## src/shared/pmgpe_regs.svh

```systemverilog
`ifndef PMGPE_REGS_SVH
`define PMGPE_REGS_SVH

// Dword-aligned configuration addresses
`define PMGPE_DW_PMCSR      8'ha4
`define PMGPE_DW_EVENT      8'ha8
// Byte offsets as mapped
`define PMGPE_OFF_BSE       8'ha6
`define PMGPE_OFF_DATA      8'ha7
`define PMGPE_OFF_STS       8'ha8
// Lane positions inside the dwords
`define PMGPE_BSE_LSB       16
`define PMGPE_DATA_LSB      24
`define PMGPE_STS_LSB       0
// Field positions of the event status and bridge extension registers
`define PMGPE_STS_ZV0       15
`define PMGPE_STS_ZV1       14
`define PMGPE_STS_PWR       11
`define PMGPE_STS_VPP12     8
`define PMGPE_STS_GPI_MSB   4
`define PMGPE_BSE_BPCC      7
`define PMGPE_BSE_B2B3      6
// Reset and constant values
`define PMGPE_BSE_VALUE     8'h80
`define PMGPE_DATA_VALUE    8'h00
`define PMGPE_STS_RESET     16'h0000
`define PMGPE_STS_MASK      16'hc91f
// Vpp request code meaning 12 V
`define PMGPE_VPP_12V       2'h2

`endif

```

## src/shared/pmgpe_pkg.sv

```systemverilog
package pmgpe_pkg;

   typedef enum logic {
      PMGPE_FUNC0,
      PMGPE_FUNC1
   } pmgpe_func_t;

   typedef struct packed {
      logic [15:0] sts;
      logic [1:0]  zv_prev;
      logic [1:0]  vcc0_prev;
      logic [1:0]  vcc1_prev;
      logic [1:0]  vpp0_prev;
      logic [1:0]  vpp1_prev;
      logic        primed;
      logic        ack;
      logic [31:0] rdata;
      logic        evt;
   } pmgpe_state_t;

endpackage : pmgpe_pkg

```

## src/hdl/pmgpe_edge_sync.sv

```systemverilog
`timescale 1ns/1ps
`default_nettype none
module pmgpe_edge_sync #(
   parameter int W = 5
) (
   input  wire logic         i_clock,
   input  wire logic         i_rst,
   input  wire logic [W-1:0] i_level,
   output logic      [W-1:0] o_change
);
   typedef struct packed {
      logic [W-1:0] meta;
      logic [W-1:0] sync;
      logic [W-1:0] prev;
      logic [1:0]   warm;
   } pmgpe_edge_t;

   pmgpe_edge_t st_r;
   pmgpe_edge_t st_nxt;

   generate
      if (W < 1) begin : g_bad_width
         $error("pmgpe_edge_sync: W must be at least 1");
      end
   endgenerate

   always_comb begin
      st_nxt      = st_r;
      st_nxt.meta = i_level;
      st_nxt.sync = st_r.meta;
      st_nxt.prev = st_r.sync;
      if (st_r.warm != 2'h3) begin
         st_nxt.warm = st_r.warm + 2'h1;
      end
   end

   always_ff @(posedge i_clock) begin
      if (i_rst) begin
         st_r <= '0;
      end else begin
         st_r <= st_nxt;
      end
   end

   // Held off until the chain holds real samples, so reset gives no false edge
   assign o_change = (st_r.warm == 2'h3) ? (st_r.sync ^ st_r.prev) : '0;
endmodule : pmgpe_edge_sync
`default_nettype wire

```

## src/hdl/pmgpe_regs_top.sv

```systemverilog
//
// Behaviour
// - Bridge extension bit 7 always reads one; writes ignored.
// - Bridge extension bit 6 is read-only zero.
// - Bridge extension bits 5..0 are reserved, read-only zero.
// - Power-management data byte reads zero in both functions.
// - Writing one clears a status bit and its event; zero leaves it.
// - Status bits latch events regardless of enable bits.
// - Event status register exists only in function 0.
// - Bit 15 sets when socket 0 video enable changes.
// - Bit 14 sets when socket 1 video enable changes.
// - Bit 11 sets on any supply or Vpp change of either socket.
// - Bit 8 sets when either Vpp request moves to or from 12 V.
// - Bits 4..0 set on level change of their terminal input.
// - Reserved status bits 13-12, 10-9, 7-5 read zero.
// - Enabled event output stays until its status bit is cleared.
// - Event reaches a terminal only where configured for event signalling.
`timescale 1ns/1ps
`default_nettype none
`include "pmgpe_regs.svh"
module pmgpe_regs_top #(
   parameter int GPI_WIDTH = 5
) (
   input  wire logic        i_clock,
   input  wire logic        i_rst,
   input  wire logic        i_cfg_valid,
   input  wire logic        i_cfg_write,
   input  wire logic        i_cfg_func,
   input  wire logic [7:0]  i_cfg_addr,
   input  wire logic [3:0]  i_cfg_be,
   input  wire logic [31:0] i_cfg_wdata,
   output logic             o_cfg_ack,
   output logic      [31:0] o_cfg_rdata,
   input  wire logic [4:0]  i_gpi_level,
   input  wire logic        i_zoomed_video_enable0,
   input  wire logic        i_zoomed_video_enable1,
   input  wire logic [1:0]  i_socket0_vcc,
   input  wire logic [1:0]  i_socket1_vcc,
   input  wire logic [1:0]  i_socket0_vpp,
   input  wire logic [1:0]  i_socket1_vpp,
   input  wire logic [15:0] i_event_enable,
   input  wire logic [6:0]  i_multifunction_terminal_event_sel,
   output logic             o_general_event_output,
   output logic      [15:0] o_general_event_status,
   output logic      [6:0]  o_multifunction_terminal_event
);
   pmgpe_pkg::pmgpe_state_t st_r;
   pmgpe_pkg::pmgpe_state_t st_nxt;

   logic [4:0]  gpi_change;
   logic [15:0] set_vec;
   logic [15:0] clr_vec;
   logic        sts_write;
   logic        pwr_change;
   logic        vpp12_change;

   generate
      if (GPI_WIDTH != 5) begin : g_bad_gpi
         $error("pmgpe_regs_top: GPI_WIDTH must be 5");
      end
   endgenerate

   // Bit 4 follows terminal 5, bit 3 terminal 4, bits 2..0 terminals 2..0
   pmgpe_edge_sync #(
      .W (GPI_WIDTH)
   ) i_pmgpe_edge_sync (
      .i_clock  (i_clock),
      .i_rst    (i_rst),
      .i_level  (i_gpi_level),
      .o_change (gpi_change)
   );

   always_comb begin
      pwr_change   = st_r.primed &&
                     ((i_socket0_vcc != st_r.vcc0_prev) || (i_socket1_vcc != st_r.vcc1_prev) ||
                      (i_socket0_vpp != st_r.vpp0_prev) || (i_socket1_vpp != st_r.vpp1_prev));
      vpp12_change = st_r.primed &&
                     (((i_socket0_vpp == `PMGPE_VPP_12V) != (st_r.vpp0_prev == `PMGPE_VPP_12V)) ||
                      ((i_socket1_vpp == `PMGPE_VPP_12V) != (st_r.vpp1_prev == `PMGPE_VPP_12V)));
      set_vec = '0;
      set_vec[`PMGPE_STS_ZV0]   = st_r.primed && (i_zoomed_video_enable0 != st_r.zv_prev[0]);
      set_vec[`PMGPE_STS_ZV1]   = st_r.primed && (i_zoomed_video_enable1 != st_r.zv_prev[1]);
      set_vec[`PMGPE_STS_PWR]   = pwr_change;
      set_vec[`PMGPE_STS_VPP12] = vpp12_change;
      set_vec[`PMGPE_STS_GPI_MSB:0] = gpi_change;
   end

   // Function 1 has no event status register
   assign sts_write = i_cfg_valid && i_cfg_write && (i_cfg_func == 1'b0) &&
                      (i_cfg_addr[7:2] == `PMGPE_DW_EVENT >> 2);

   always_comb begin
      clr_vec = '0;
      if (sts_write) begin
         clr_vec[7:0]  = i_cfg_be[0] ? i_cfg_wdata[7:0] : 8'h00;
         clr_vec[15:8] = i_cfg_be[1] ? i_cfg_wdata[15:8] : 8'h00;
      end
   end

   always_comb begin
      st_nxt           = st_r;
      st_nxt.primed    = 1'b1;
      st_nxt.zv_prev   = {i_zoomed_video_enable1, i_zoomed_video_enable0};
      st_nxt.vcc0_prev = i_socket0_vcc;
      st_nxt.vcc1_prev = i_socket1_vcc;
      st_nxt.vpp0_prev = i_socket0_vpp;
      st_nxt.vpp1_prev = i_socket1_vpp;
      // Set is ORed in after the clear so a same-cycle event survives
      st_nxt.sts = ((st_r.sts & ~clr_vec) | set_vec) & `PMGPE_STS_MASK;
      st_nxt.evt = |(st_nxt.sts & i_event_enable);
      st_nxt.ack   = i_cfg_valid;
      st_nxt.rdata = 32'h0000_0000;
      if (i_cfg_valid && !i_cfg_write) begin
         if (i_cfg_addr[7:2] == `PMGPE_DW_PMCSR >> 2) begin
            st_nxt.rdata[`PMGPE_BSE_LSB +: 8]  = `PMGPE_BSE_VALUE;
            st_nxt.rdata[`PMGPE_DATA_LSB +: 8] = `PMGPE_DATA_VALUE;
         end else if ((i_cfg_addr[7:2] == `PMGPE_DW_EVENT >> 2) && (i_cfg_func == 1'b0)) begin
            st_nxt.rdata[`PMGPE_STS_LSB +: 16] = st_r.sts;
         end
      end
   end

   always_ff @(posedge i_clock) begin
      if (i_rst) begin
         st_r     <= '0;
         st_r.sts <= `PMGPE_STS_RESET;
      end else begin
         st_r <= st_nxt;
      end
   end

   assign o_cfg_ack              = st_r.ack;
   assign o_cfg_rdata            = st_r.rdata;
   assign o_general_event_output = st_r.evt;
   assign o_general_event_status = st_r.sts;
   assign o_multifunction_terminal_event = {7{st_r.evt}} & i_multifunction_terminal_event_sel;

   property p_bse_bit7;
      @(posedge i_clock) disable iff (i_rst)
         (i_cfg_valid && !i_cfg_write && i_cfg_addr == `PMGPE_OFF_BSE) |=>
            (o_cfg_ack && o_cfg_rdata[`PMGPE_BSE_LSB + `PMGPE_BSE_BPCC] == 1'b1);
   endproperty
   a_bse_bit7: assert property (p_bse_bit7) else $error("bus power control bit not one");

   property p_bse_bit6;
      @(posedge i_clock) disable iff (i_rst)
         (i_cfg_valid && !i_cfg_write && i_cfg_addr[7:2] == `PMGPE_DW_PMCSR >> 2) |=>
            (o_cfg_rdata[`PMGPE_BSE_LSB + `PMGPE_BSE_B2B3] == 1'b0);
   endproperty
   a_bse_bit6: assert property (p_bse_bit6) else $error("hot state support bit not zero");

   property p_bse_rsvd;
      @(posedge i_clock) disable iff (i_rst)
         (i_cfg_valid && !i_cfg_write && i_cfg_addr[7:2] == `PMGPE_DW_PMCSR >> 2) |=>
            (o_cfg_rdata[`PMGPE_BSE_LSB +: 6] == 6'h00);
   endproperty
   a_bse_rsvd: assert property (p_bse_rsvd) else $error("extension reserved bits not zero");

   property p_data_zero;
      @(posedge i_clock) disable iff (i_rst)
         (i_cfg_valid && i_cfg_addr[7:2] == `PMGPE_DW_PMCSR >> 2) |=>
            (o_cfg_rdata[`PMGPE_DATA_LSB +: 8] == 8'h00);
   endproperty
   a_data_zero: assert property (p_data_zero) else $error("data byte not zero");

   property p_clear_one;
      @(posedge i_clock) disable iff (i_rst)
         (sts_write && i_cfg_be[0] && i_cfg_wdata[0] && !gpi_change[0]) |=>
            (o_general_event_status[0] == 1'b0);
   endproperty
   a_clear_one: assert property (p_clear_one) else $error("write one did not clear");

   property p_keep_zero;
      @(posedge i_clock) disable iff (i_rst)
         (sts_write && i_cfg_be[1] && !i_cfg_wdata[`PMGPE_STS_ZV0] && o_general_event_status[15]) |=>
            o_general_event_status[15];
   endproperty
   a_keep_zero: assert property (p_keep_zero) else $error("write zero cleared a bit");

   property p_set_no_enable;
      @(posedge i_clock) disable iff (i_rst)
         (gpi_change[3] && !i_event_enable[3]) |=> o_general_event_status[3];
   endproperty
   a_set_no_enable: assert property (p_set_no_enable) else $error("event lost when disabled");

   property p_func1_zero;
      @(posedge i_clock) disable iff (i_rst)
         (i_cfg_valid && !i_cfg_write && i_cfg_func && i_cfg_addr[7:2] == `PMGPE_DW_EVENT >> 2)
            |=> (o_cfg_ack && o_cfg_rdata == 32'h0000_0000);
   endproperty
   a_func1_zero: assert property (p_func1_zero) else $error("function 1 sees status");

   property p_zv0;
      @(posedge i_clock) disable iff (i_rst)
         (st_r.primed && $changed(i_zoomed_video_enable0)) |=> o_general_event_status[15];
   endproperty
   a_zv0: assert property (p_zv0) else $error("video enable change missed");

   property p_rsvd_zero;
      @(posedge i_clock) disable iff (i_rst)
         ((o_general_event_status & ~`PMGPE_STS_MASK) == 16'h0000);
   endproperty
   a_rsvd_zero: assert property (p_rsvd_zero) else $error("reserved status bit set");

   property p_hold_event;
      @(posedge i_clock) disable iff (i_rst)
         (o_general_event_output && !sts_write && $stable(i_event_enable)) |=>
            o_general_event_output;
   endproperty
   a_hold_event: assert property (p_hold_event) else $error("event dropped without clear");

   property p_pin_gate;
      @(posedge i_clock) disable iff (i_rst)
         ((o_multifunction_terminal_event & ~i_multifunction_terminal_event_sel) == 7'h00);
   endproperty
   a_pin_gate: assert property (p_pin_gate) else $error("event on unselected terminal");

   property p_set_wins;
      @(posedge i_clock) disable iff (i_rst)
         (sts_write && i_cfg_be[0] && i_cfg_wdata[1] && gpi_change[1]) |=>
            o_general_event_status[1];
   endproperty
   a_set_wins: assert property (p_set_wins) else $error("clear beat a new event");
endmodule : pmgpe_regs_top
`default_nettype wire

```

## config.mk

```make
export PLATFORM = sky130hd
export DESIGN_NAME = pmgpe_regs_top
export DESIGN_NICKNAME = d
export VERILOG_FILES = /design/src/shared/pmgpe_pkg.sv /design/src/hdl/pmgpe_edge_sync.sv /design/src/hdl/pmgpe_regs_top.sv
export VERILOG_INCLUDE_DIRS = /design/src /design/src/shared
export SDC_FILE = /design/constraint.sdc
export NUM_CORES = 1
export LEC_CHECK = 0
export ABC_AREA = 1
export BUFFER_PORTS_ARGS = -buffer_cell sky130_fd_sc_hd__buf_2
export CAP_MARGIN = 20
export CORE_ASPECT_RATIO = 1.1
export CORE_MARGIN = 1
export CORE_UTILIZATION = 43
export CTS_BUF_LIST = sky130_fd_sc_hd__clkbuf_16
export CTS_CLUSTER_DIAMETER = 30
export DETAILED_ROUTE_END_ITERATION = 7
export GPL_ROUTABILITY_DRIVEN = 0
export GPL_TIMING_DRIVEN = 0
export PLACE_DENSITY = 0.81
export SYNTH_ARGS = -nofsm -noshare
export SYNTH_HDL_FRONTEND = slang
export SYNTH_SLANG_ARGS = --single-unit
export TNS_END_PERCENT = 10
```

## constraint.sdc

```tcl
create_clock -name i_clock -period 1.85 [get_ports i_clock]
set_input_delay 0.37 -clock i_clock [delete_from_list [all_inputs] [get_ports i_clock]]
set_output_delay 0.37 -clock i_clock [all_outputs]
set_load 0.05 [all_outputs]
```

# After elaboration in Yosys (flattened, before gate mapping)
# Cells that the tools add are included.
[word_totals]
reg_bits = 78
[op_classes]
bitwise_logic = 9
addsub = 1
reduce_logical = 17
n_mux = 9
n_eq_ne = 16
[ops]
columns = ["op", "n"]
rows = [
  ["16-bit 2-to-1 mux", 3],
  ["35-bit 2-to-1 mux", 1],
  ["16-bit AND", 2],
  ["24-bit 2-to-1 mux", 1],
  ["8-bit 2-to-1 mux", 3],
  ["16-bit inverter", 1],
  ["16-bit OR", 1],
  ["16-bit OR reduction", 1],
  ["6-bit == test (second input constant)", 2],
  ["2-bit == test (second input constant)", 5],
  ["1-bit logical AND", 9],
  ["2-bit inequality test", 4],
  ["7-bit AND", 1],
  ["5-bit 2-to-1 mux", 1],
  ["5-bit XOR", 1],
  ["1-bit logical OR", 4],
  ["1-bit inequality test", 4],
  ["4-bit OR reduction", 1],
  ["1-bit inverter", 3],
  ["2-bit by 1-bit adder with 2-bit output (second input constant)", 1],
  ["2-bit inequality test (second input constant)", 1],
  ["2-bit OR reduction", 1],
  ["1-bit logical NOT", 1],
]

# Logic depth before layout (Yosys ltp)
# Gate-level depths: netlist (run 1).
[logic_depth]
ltp_word = 10
ltp_mapped = 12
depth_no_buf = 12

# By module
# A second synthesis (run 1) with hierarchy kept.
[unflattened]
cells_unflattened = 344
hier_area_um2 = 2483.6
[by_module_without_submodules]
columns = ["module", "area_per_inst_um2", "cells_each", "seq_area_each_um2", "instances"]
rows = [
  ["pmgpe_regs_top", 1855.5, 262, 640.6, 1],
  ["pmgpe_edge_sync", 628.1, 82, 340.3, 1],
]

# Worst setup path after synthesis (run 1)
# Ideal clock, no wire load.
[synth_timing]
path_kind = "flip-flop to output port"
from = "register st_r (netlist bit o_general_event_output)"
to = "output o_multifunction_terminal_event[4]"
t_arrival_ns = 1.133
path_slack_ns = 0.347
path_buffers = 0
path_stages_with_launch = 3
path_cell_list = "dfxtp_1 nand2_1 inv_1"
[synth_between]
elab_chain_len = 1
[synth_rtl]
columns = ["item", "line", "rtl"]
rows = [
  ["start: declaration", "pmgpe_regs_top.sv:47", "pmgpe_pkg::pmgpe_state_t st_r;"],
  ["start signal: assignment", "pmgpe_regs_top.sv:128", "st_r <= st_nxt;"],
  ["7-bit AND", "pmgpe_regs_top.sv:136", "assign o_multifunction_terminal_event = {7{st_r.evt}} & i_multifunction_terminal_event_sel;"],
  ["end: declaration", "pmgpe_regs_top.sv:45", "output logic [6:0] o_multifunction_terminal_event"],
]
# Every way passes these cells.

# Final worst setup path (run 1)
[layout_timing]
from = "register i_pmgpe_edge_sync.st_r[0] (netlist bit)"
to = "register st_r (netlist bit o_general_event_output)"
[layout_between]
elab_chain_len = 5
[layout_rtl]
columns = ["item", "line", "rtl"]
rows = [
  ["start: declaration", "pmgpe_edge_sync.sv:18", "pmgpe_edge_t st_r;"],
  ["start signal: assignment", "pmgpe_edge_sync.sv:41", "st_r <= st_nxt;"],
  ["2-bit == test", "pmgpe_edge_sync.sv:46", "assign o_change = (st_r.warm == 2'h3) ? (st_r.sync ^ st_r.prev) : '0;"],
  ["5-bit 2-to-1 mux", "pmgpe_edge_sync.sv:46", ""],
  ["16-bit OR", "pmgpe_regs_top.sv:109", "st_nxt.sts = ((st_r.sts & ~clr_vec) | set_vec) & `PMGPE_STS_MASK;"],
  ["16-bit AND", "pmgpe_regs_top.sv:110", "st_nxt.evt = |(st_nxt.sts & i_event_enable);"],
  ["16-bit OR reduction", "pmgpe_regs_top.sv:110", ""],
]
# Every way passes these cells.
# A chain may end at the register's enable or synchronous reset.

==> key figures, run 1 <==
Logic synthesis
  • Sequential share of the synthesized area: 0.413
  • #FFs+latches synth: slightly below 50
  • Netlist Area Pre-Place: 2380 sq um
  • Distinct cell type count after synthesis: 23
  • Post-synth top area cell: dfxtp_1
  • Area share of the largest cell type after synthesis: 0.413
  • Post-synthesis cell count: 320
  • Avg Cell Area, Syn: 7.43 sq um
  • Top post-synthesis cells by area: dfxtp_1, buf_4, nand2_1
  • Ys Warns: 0

Clock network
  • # hold bufs at CTS: 0
  • CTS tree: yes
  • CTS resizes: 0
  • Number of clock sinks: 49
  • Worst-Skew Late Latency: 0.28 ns
  • H-tree levels: 2
  • Post-CTS Setup Bufs: 0
  • Clock-pin slew of the registers on the worst-case setup and hold paths: 0.06 ns
  • TritonCTS Buffers: 5
  • Clock root buffer: clkbuf_16
  • Clock tree buffer depth: 2

GRT
  • Initial antenna violation count: 0
  • Largest net degree at the start of global routing: 16
  • Total GRT Usage: 0.161
  • Vias in the first global route: 1738
  • Grt total ovfl: 0
  • First-pass GRT wire length: roughly 7000 microns

Floorplanning
  • Die width: 72.9 microns
  • Core area: about 5400 sq um
  • Die Ht: 80.0 microns
  • Die area: 5830 sq um
  • Cell Rows: 28
  • Starting density of the core: 0.444
  • # IOs: 144

Detailed routing
  • Drc violations: 0
  • Wire length per cell: 8.58 microns
  • Post-DRT Antenna Nets: 0
  • Via density: slightly below 4
  • DR vias: around 2000
  • First DRT Iteration DRCs: about 70
  • DRT Pass-1 Iters: 4
  • Final WL: 4380 microns

Worst setup path
  • Crit path launch type: flip-flop
  • Critical path data required time: about 2.0 ns
  • Critical-path maximum fanout: 6
  • CP Data Arrival Time: 1.68 ns
  • R2R cell count: 11
  • Crit. End Element: flip-flop
  • Worst Setup Path Type: flip-flop to flip-flop

Final layout
  • Nets: roughly 520
  • Ant diodes: 0
  • Ratio of cells with drive above 1 in the final layout: 0.349
  • Area delta synth->final: 31.0%
  • Final design area excluding fillers: ~3100 sq um

STA
  • Max Slew Vio Count: 0
  • Fin crit share: 0.807
  • Final setup viols: 0
  • Final Hold Viols: 0
  • RSZ-0062 raised after global routing: no
  • Minimum clock period: 1.49 ns
  • Clock Skews: 0.00280 ns
  • Setup TNS: 0 ns
  • Fmax: 0.670 GHz

Job
  • Max Cap Violations: 0

Pwr
  • Power per cell area: between 800 and 900 nW/um^2
  • Peak VDD IR: roughly 0.47 mV
  • Pleak: 0.00179 uW

Placement
  • Number of port buffers: 79
  • HPWL after detailed placement: 3650 microns
  • Placed inst area: 2970 sq um

Status
  • Status: finished clean

Hold path
  • HP Class: input pin to flip-flop
  • Hold path cells: 2
==> synth_stat cells <==
master and n:
inv_1 59, buf_4 48, buf_6 2, o21ai_0 8, a21boi_0 1, nand3_1 3, nor2_1 32, nand2_1 60
clkbuf_1 3, nor2_4 3, conb_1 1, xnor2_1 7, o21ai_1 1, dfxtp_1 49, nor2_2 10, xor2_1 3
nor4_1 1, nand4_1 9, or4_4 1, o21bai_1 1, nand2_2 1, ha_1 1, a21oi_1 16
==> stage by stage <==
| step | worst slack (ns) | instances | power (uW) | utilization | hold slack (ns) |
|---|---|---|---|---|---|
| after floorplan | 0.347 | 348 | 1610 | - | 0.388 |
| after global placement | 0.0923 | 502 | 1720 | 0.554 | 0.391 |
| after detailed placement | 0.0570 | 502 | 1740 | 0.554 | 0.394 |
| after CTS | 0.336 | 510 | 2600 | 0.581 | 0.257 |
| after global routing | 0.0910 | 510 | 2720 | 0.581 | 0.259 |
| final | 0.357 | 510 | 2580 | 0.581 | 0.263 |
==> area by class of cell <==
type	instances	area (sq um)
Fill cell	515	2250
Clock buffer	5	125
Sequential cell	49	981
Inverter	59	221
Timing Repair Buffer	79	395
Tap cell	75	93.8
Buffer	53	394
Multi-Input combinational cell	187	886
Clock inverter	3	17.5
==> placed cells by master, fill, tap and decap left out <==
master      count
buf_2          79
nand2_1        60
inv_1          59
dfxtp_1        49
buf_4          48
nor2_1         32
conb_1         29
a21oi_1        16
nor2_2         10
nand4_1         9
o21ai_0         8
xnor2_1         7
clkbuf_16       5
nor2_4          3
nand3_1         3
clkbuf_1        3
xor2_1          3
buf_6           2
clkinv_2        2
o21ai_1         1
o21bai_1        1
nand2_2         1
nor4_1          1
a21boi_0        1
or4_4           1
ha_1            1
clkinvlp_4      1
==> power by group <==
group / leakage (uW) / total [uW] / internal (uW) / switching, uW
clock network: 0.0000696 / 863 / 495 / 368
logic: 0.00132 / 569 / 188 / 380
registers: 0.000403 / 1140 / 1110 / 34.0
==> worst paths after layout <==
kind | startpoint | to | slack (ns)
worst max-delay path | i_pmgpe_edge_sync.st_r[0] | o_general_event_output | 0.36
worst min-delay path | i_cfg_addr[3] | o_cfg_rdata[23] | 0.26
worst max register to register | i_pmgpe_edge_sync.st_r[0] | o_general_event_output | 0.36
worst min register to register | i_pmgpe_edge_sync.st_nxt[8] | i_pmgpe_edge_sync.st_nxt[3] | 0.40
==> per-layer routing <==
metal  vias to the layer above  track usage  part of all wire
met5                         -            0                 0
met4                         0       0.0667             0.019
met3                         7       0.0606             0.074
met2                        65        0.293              0.50
met1                       833        0.163              0.41
li1                       1103            -                 -
==> cells by family after synthesis <==
logic type	count (synthesis)	share of synthesized area
AO/OA/AOI/OAI	27	0.0589
other	1	0.00158
flip-flops	49	0.413
buffers and inverters	112	0.259
adder cells (fa/ha/maj)	1	0.00526
AND/OR/NAND/NOR	120	0.226
XOR/XNOR	10	0.0368
==> sequential cells by signal (all words and copies together) (netlist names) <==
name,flops
i_pmgpe_edge_sync.st_nxt,10
st_r,11
o_cfg_ack,1
o_general_event_status,9
i_pmgpe_edge_sync.st_r,7
o_cfg_rdata,10
o_general_event_output,1
==> critical path, cell delays in order, from the launching register on <==
cell     delay, ns
dfxtp_1       0.32
ha_1          0.23
inv_1         0.16
a21oi_1       0.06
o21ai_0       0.11
nand2_1       0.08
nand2_1       0.09
nand2_1       0.06
nor2_1        0.09
nand3_1       0.08
nand2_1       0.07
inv_1         0.04
(Power assumes the default switching activity.)
==> inputs of run 2 (changes only) <==
Clock period 1.85 ns to 1.4 ns, I/O delays scaled along.
==> run 2 against run 1 <==
Effect of this change: critical path depth stayed put; clock power grew 30%; cell count up 0.98%; total power up 35%; sequential power is 34% higher; non-clock buffer count increased by 6; critical path type unchanged; largest cell class unchanged; highest routed layer unchanged.
==> key figures, run 2 (same netlist as run 1, synthesis figures left out) <==
Hold path
  • HP Class: input pin to flip-flop

Job
  • Max Cap Violations: 0

Detailed routing
  • Final WL: 4630 microns
  • First DRT Iteration DRCs: 58
  • DRT Pass-1 Iters: 4
  • DR vias: 2055
  • Wire length per cell: 8.98 microns
  • Drc violations: 0
  • Post-DRT Antenna Nets: 0
  • Via density: approximately 4.0

Floorplanning
  • # IOs: 144
  • Die area: roughly 5800 sq um
  • Cell Rows: 28
  • Starting density of the core: 0.444
  • Die width: 72.9 microns
  • Die Ht: 80.0 microns
  • Core area: 5360 sq um

Clock network
  • Number of clock sinks: between 40 and 50
  • Worst-Skew Late Latency: 0.28 ns
  • Clock tree buffer depth: 2
  • CTS tree: yes
  • H-tree levels: 2
  • Clock-pin slew of the registers on the worst-case setup and hold paths: 0.06 ns
  • # hold bufs at CTS: 0
  • TritonCTS Buffers: 5
  • Clock root buffer: clkbuf_16

Final layout
  • Largest reg by FF count: st_r
  • Ratio of cells with drive above 1 in the final layout: 0.391
  • Most common cell after layout, fill and taps aside: buf_2
  • Nets: 528
  • Number of flip-flops in the largest register: 11
  • Area delta synth->final: 35.5%
  • Ant diodes: 0
  • Final design area excluding fillers: 3220 sq um
  • Most frequent cells in the layout: buf_2, nand2_1, inv_1, buf_4, dfxtp_1

STA
  • Clock Skews: roughly 0.0035 ns
  • RSZ-0062 raised after global routing: yes
  • Fmax: 0.752 GHz
  • Final Hold Viols: 0
  • Setup TNS: 0 ns
  • Fin crit share: 0.950
  • Minimum clock period: about 1.3 ns
  • Max Slew Vio Count: 0
  • Final setup viols: 0

Placement
  • Number of port buffers: between 70 and 80
  • Placed inst area: 2970 sq um
  • HPWL after detailed placement: 3620 microns

Pwr
  • Power per cell area: around 1100 nW/um^2
  • Combinational share of power: 0.236
  • Clock power share: 0.323
  • Peak VDD IR: 0.570 mV
  • Switch share: 0.305
  • Sequential power share: 0.441
  • P_sw: 1060 uW
  • Pleak: 0.00181 uW
  • Pint: approximately 2400 uW

GRT
  • First-pass GRT wire length: 6980 microns
  • Total GRT Usage: 0.158
  • Largest net degree at the start of global routing: 15
  • Grt total ovfl: 0
  • Initial antenna violation count: 0
  • Vias in the first global route: around 1700

Worst setup path
  • CP Data Arrival Time: approximately 1.5 ns
  • Crit. End Element: flip-flop
  • R2R setup slack: 0.07 ns
  • Crit path launch type: flip-flop
  • Worst Setup Path Type: flip-flop to flip-flop
  • Critical path data required time: 1.58 ns
  • Critical-path maximum fanout: 6

Status
  • Status: finished clean
## run 2: cell types whose count changed in the layout (fill, tap and decap cells not counted), sizes merged
cell,delta
buf,+6
clkinv,-1
## run 2: power by group through the flow
stage               logic [uW]  registers, uW  clock network, uW
floorplan                  576           1550                  0
global placement           737           1540                  0
detailed placement         751           1540                  0
CTS                        763           1510               1160
global route               893           1540               1220
finish                     817           1530               1120
## run 2: final timing paths
check,startpoint,to,cells after the start
setup / recovery,i_pmgpe_edge_sync.st_r[0],o_general_event_output,11
hold / removal,i_cfg_addr[3],o_cfg_rdata[23],2
setup reg to reg,i_pmgpe_edge_sync.st_r[0],o_general_event_output,11
hold reg to reg,i_pmgpe_edge_sync.st_nxt[11],i_pmgpe_edge_sync.st_nxt[6],2
## run 2: cell type report
class	instances	area [sq um]
sequential	49	987
clock inverter	2	11.3
clock buffer	5	125
inverter	59	226
fill	483	2140
buffer	53	394
multi-input combinational	187	943
tap	75	93.8
timing repair buffer	85	440
## run 2: timing repair
item,in CTS,in global routing
setup endpoints to repair,1,1
buffers inserted,1,5
resized for setup,3,21
pin swaps,0,18
## run 2: critical path, stage by stage (launching register included)
cell and delay (ns):
dfxtp_4 0.35, ha_4 0.17, inv_6 0.08, a21oi_1 0.04, o21ai_0 0.11, nand2_1 0.08, nand2_1 0.06, nand2_1 0.05
nor2_1 0.09, nand3_1 0.08, nand2_1 0.09, inv_1 0.04
## run 2: layer usage
| metal | vias to the layer above | track usage | share of wire |
|---|---|---|---|
| met5 | - | 0 | 0 |
| met4 | 0 | 0.0529 | 0.011 |
| met3 | 6 | 0.0518 | 0.062 |
| met2 | 64 | 0.302 | 0.54 |
| met1 | 865 | 0.158 | 0.39 |
| li1 | 1120 | - | - |
## run 2: stage by stage
step           utilization  setup slack [ns]  instances  power, uW  hold slack [ns]
2_1_floorplan            -            0.0926        348       2130            0.357
5_1_grt              0.601           -0.0334        515       3650            0.190
4_1_cts              0.582           0.00401        510       3430            0.173
3_3_place_gp         0.555            -0.259        502       2270            0.391
3_5_place_dp         0.555            -0.296        502       2290            0.394
6_report             0.601            0.0698        515       3460            0.192
==> inputs of run 3 (changes only) <==
Clock period 1.4 ns to 1.35 ns, I/O delays scaled along.
==> run 3 against run 2 <==
Effect of this change: clock-buffer cell count did not move; clock power up 4%; die area did not move; critical path type unchanged; register-to-register slack got worse by 0.03 ns; first-iteration DRC count is 10% lower; non-clock buffer count is 1 higher; setup slack got worse by 0.032 ns; hold slack lost 0.0085 ns; sequential share of layout area fell by 0.23 points.
==> key figures, run 3 (same netlist as run 1, synthesis figures left out) <==
Clock network
  • H-tree levels: 2
  • Worst-Skew Late Latency: 0.28 ns
  • Clock tree buffer depth: 2
  • Clock-pin slew of the registers on the worst-case setup and hold paths: 0.06 ns
  • TritonCTS Buffers: 5
  • Clock root buffer: clkbuf_16
  • Number of clock sinks: 49
  • CTS tree: yes

Final layout
  • Finished Layout Cells: 516
  • Ratio of cells with drive above 1 in the final layout: 0.390
  • Util after Layout: 0.604
  • Most common cell after layout, fill and taps aside: buf_2
  • Most frequent cells in the layout: buf_2, nand2_1, inv_1, buf_4, dfxtp_1
  • Final design area excluding fillers: about 3200 sq um
  • Largest reg by FF count: st_r
  • Number of flip-flops in the largest register: 11
  • Area delta synth->final: 36.2%
  • Nets: between 500 and 600
  • Ant diodes: 0

STA
  • Max Slew Vio Count: 0
  • RSZ-0062 raised after global routing: yes
  • Minimum clock period: 1.31 ns
  • Final Hold Viols: 0
  • Fin crit share: 0.972
  • Fmax: 0.762 GHz
  • Final setup viols: 0
  • Clock Skews: ~0.0038 ns
  • Final hold slack: 0.183 ns

Worst setup path
  • Worst path bufs/invs: 2
  • CP top delay family: simple AND/OR/NAND/NOR gates
  • Cell mode on critical path: nand2_1
  • CP Data Arrival Time: 1.49 ns
  • Crit path launch type: flip-flop
  • Critical-path maximum fanout: 6
  • Crit-path max cell delay: between 0.3 and 0.4 ns
  • Crit. End Element: flip-flop
  • Worst Setup Path Type: flip-flop to flip-flop
  • Critical path data required time: around 1.5 ns
  • CP cell instances: ha_4 > inv_6 > a21oi_1 > o21ai_1 > nand2_1 > nand2_1 > nand2_1 > nor2_1 > nand3_1 > nand2_1 > inv_1
  • Crit path max-delay cell type: dfxtp_2

Floorplanning
  • # IOs: 144
  • Die Ht: 80.0 microns
  • Core area: 5360 sq um
  • Cell Rows: 28
  • Die width: 72.9 microns
  • Starting density of the core: 0.444
  • Die area: 5830 sq um

GRT
  • Vias in the first global route: 1743
  • Total GRT Usage: 0.161
  • Grt total ovfl: 0
  • First-pass GRT wire length: 7070 microns
  • Largest net degree at the start of global routing: 15
  • Initial antenna violation count: 0

Status
  • Status: finished clean

Hold path
  • HP Class: input pin to flip-flop

Placement
  • Placed inst area: 2970 sq um
  • HPWL after detailed placement: 3620 microns
  • Placed Cells: 502
  • Number of port buffers: 79

Pwr
  • Pleak: around 0.0018 uW
  • Peak VDD IR: around 0.59 mV
  • Power per cell area: 1110 nW/um^2

Detailed routing
  • Final WL: 4670 microns
  • Drc violations: 0
  • DR WL met3: about 270 microns
  • Metal1 wirelength: 1850 microns
  • Post-DRT Antenna Nets: 0
  • Via density: 4.01
  • DRT Pass-1 Iters: 4
  • Wire length per cell: 9.05 microns
  • DR vias: about 2100
  • DR top layer: met4
  • WL met2: approximately 2500 microns
  • First DRT Iteration DRCs: 52

Job
  • Max Cap Violations: 0
-- run 3: cell count changes in the layout (fill, tap and decap cells not counted), sizes merged --
cell	delta
clkbuf	+6
buf	-5
-- run 3: path summary, 6_finish.rpt --
kind / startpoint / end / slack [ns] / depth (start not counted)
worst max register to register: i_pmgpe_edge_sync.st_r[0] / o_general_event_output / 0.04 / 11
worst min register to register: i_pmgpe_edge_sync.st_nxt[11] / i_pmgpe_edge_sync.st_nxt[6] / 0.40 / 2
worst max-delay path: i_pmgpe_edge_sync.st_r[0] / o_general_event_output / 0.04 / 11
worst min-delay path: i_cfg_addr[3] / o_cfg_rdata[23] / 0.18 / 2
-- run 3: area by class of cell --
cell class,instances,area (sq um)
plain buffers,53,394
clock buffers,5,125
clock inverters,2,11.3
fillers,483,2120
inverters,59,226
multi-input cells,187,940
flip-flops and latches,49,985
well taps,75,93.8
repair buffers,86,463
-- run 3: per-layer routing --
metal / global-route usage / vias to the layer above
li1: - / 1123
met5: 0 / -
met3: 0.0518 / 6
met2: 0.307 / 65
met4: 0.0529 / 0
met1: 0.161 / 874
-- run 3: worst reg2reg max path, cell delays in order (launching register included) --
cell     delay (ns)
dfxtp_2        0.34
ha_4           0.18
inv_6          0.08
a21oi_1        0.04
o21ai_1        0.10
nand2_1        0.07
nand2_1        0.06
nand2_1        0.05
nor2_1         0.10
nand3_1        0.08
nand2_1        0.09
inv_1          0.04
-- run 3: metrics by stage --
stage               setup WS, ns  total power, uW  setup TNS [ns]
floorplan                 0.0526             2200               0
global placement          -0.299             2360           -1.29
detailed placement        -0.336             2380           -1.42
CTS                       0.0106             3590               0
global route             -0.0702             3800         -0.0702
finish                    0.0373             3600               0
-- run 3: timing repair --
item / 4_1_cts / 5_1_grt
gates resized for setup: 9 / 20
hold buffers: 0 / 0
setup endpoints to repair: 1 / 7
setup buffers: 2 / 5
pin swaps: 6 / 20
-- run 3: report_power, final --
group          leakage, uW  internal [uW]  switching, uW  total [uW]
logic              0.00135            312            551         863
registers         0.000403           1530           58.2        1580
clock network    0.0000633            669            488        1160
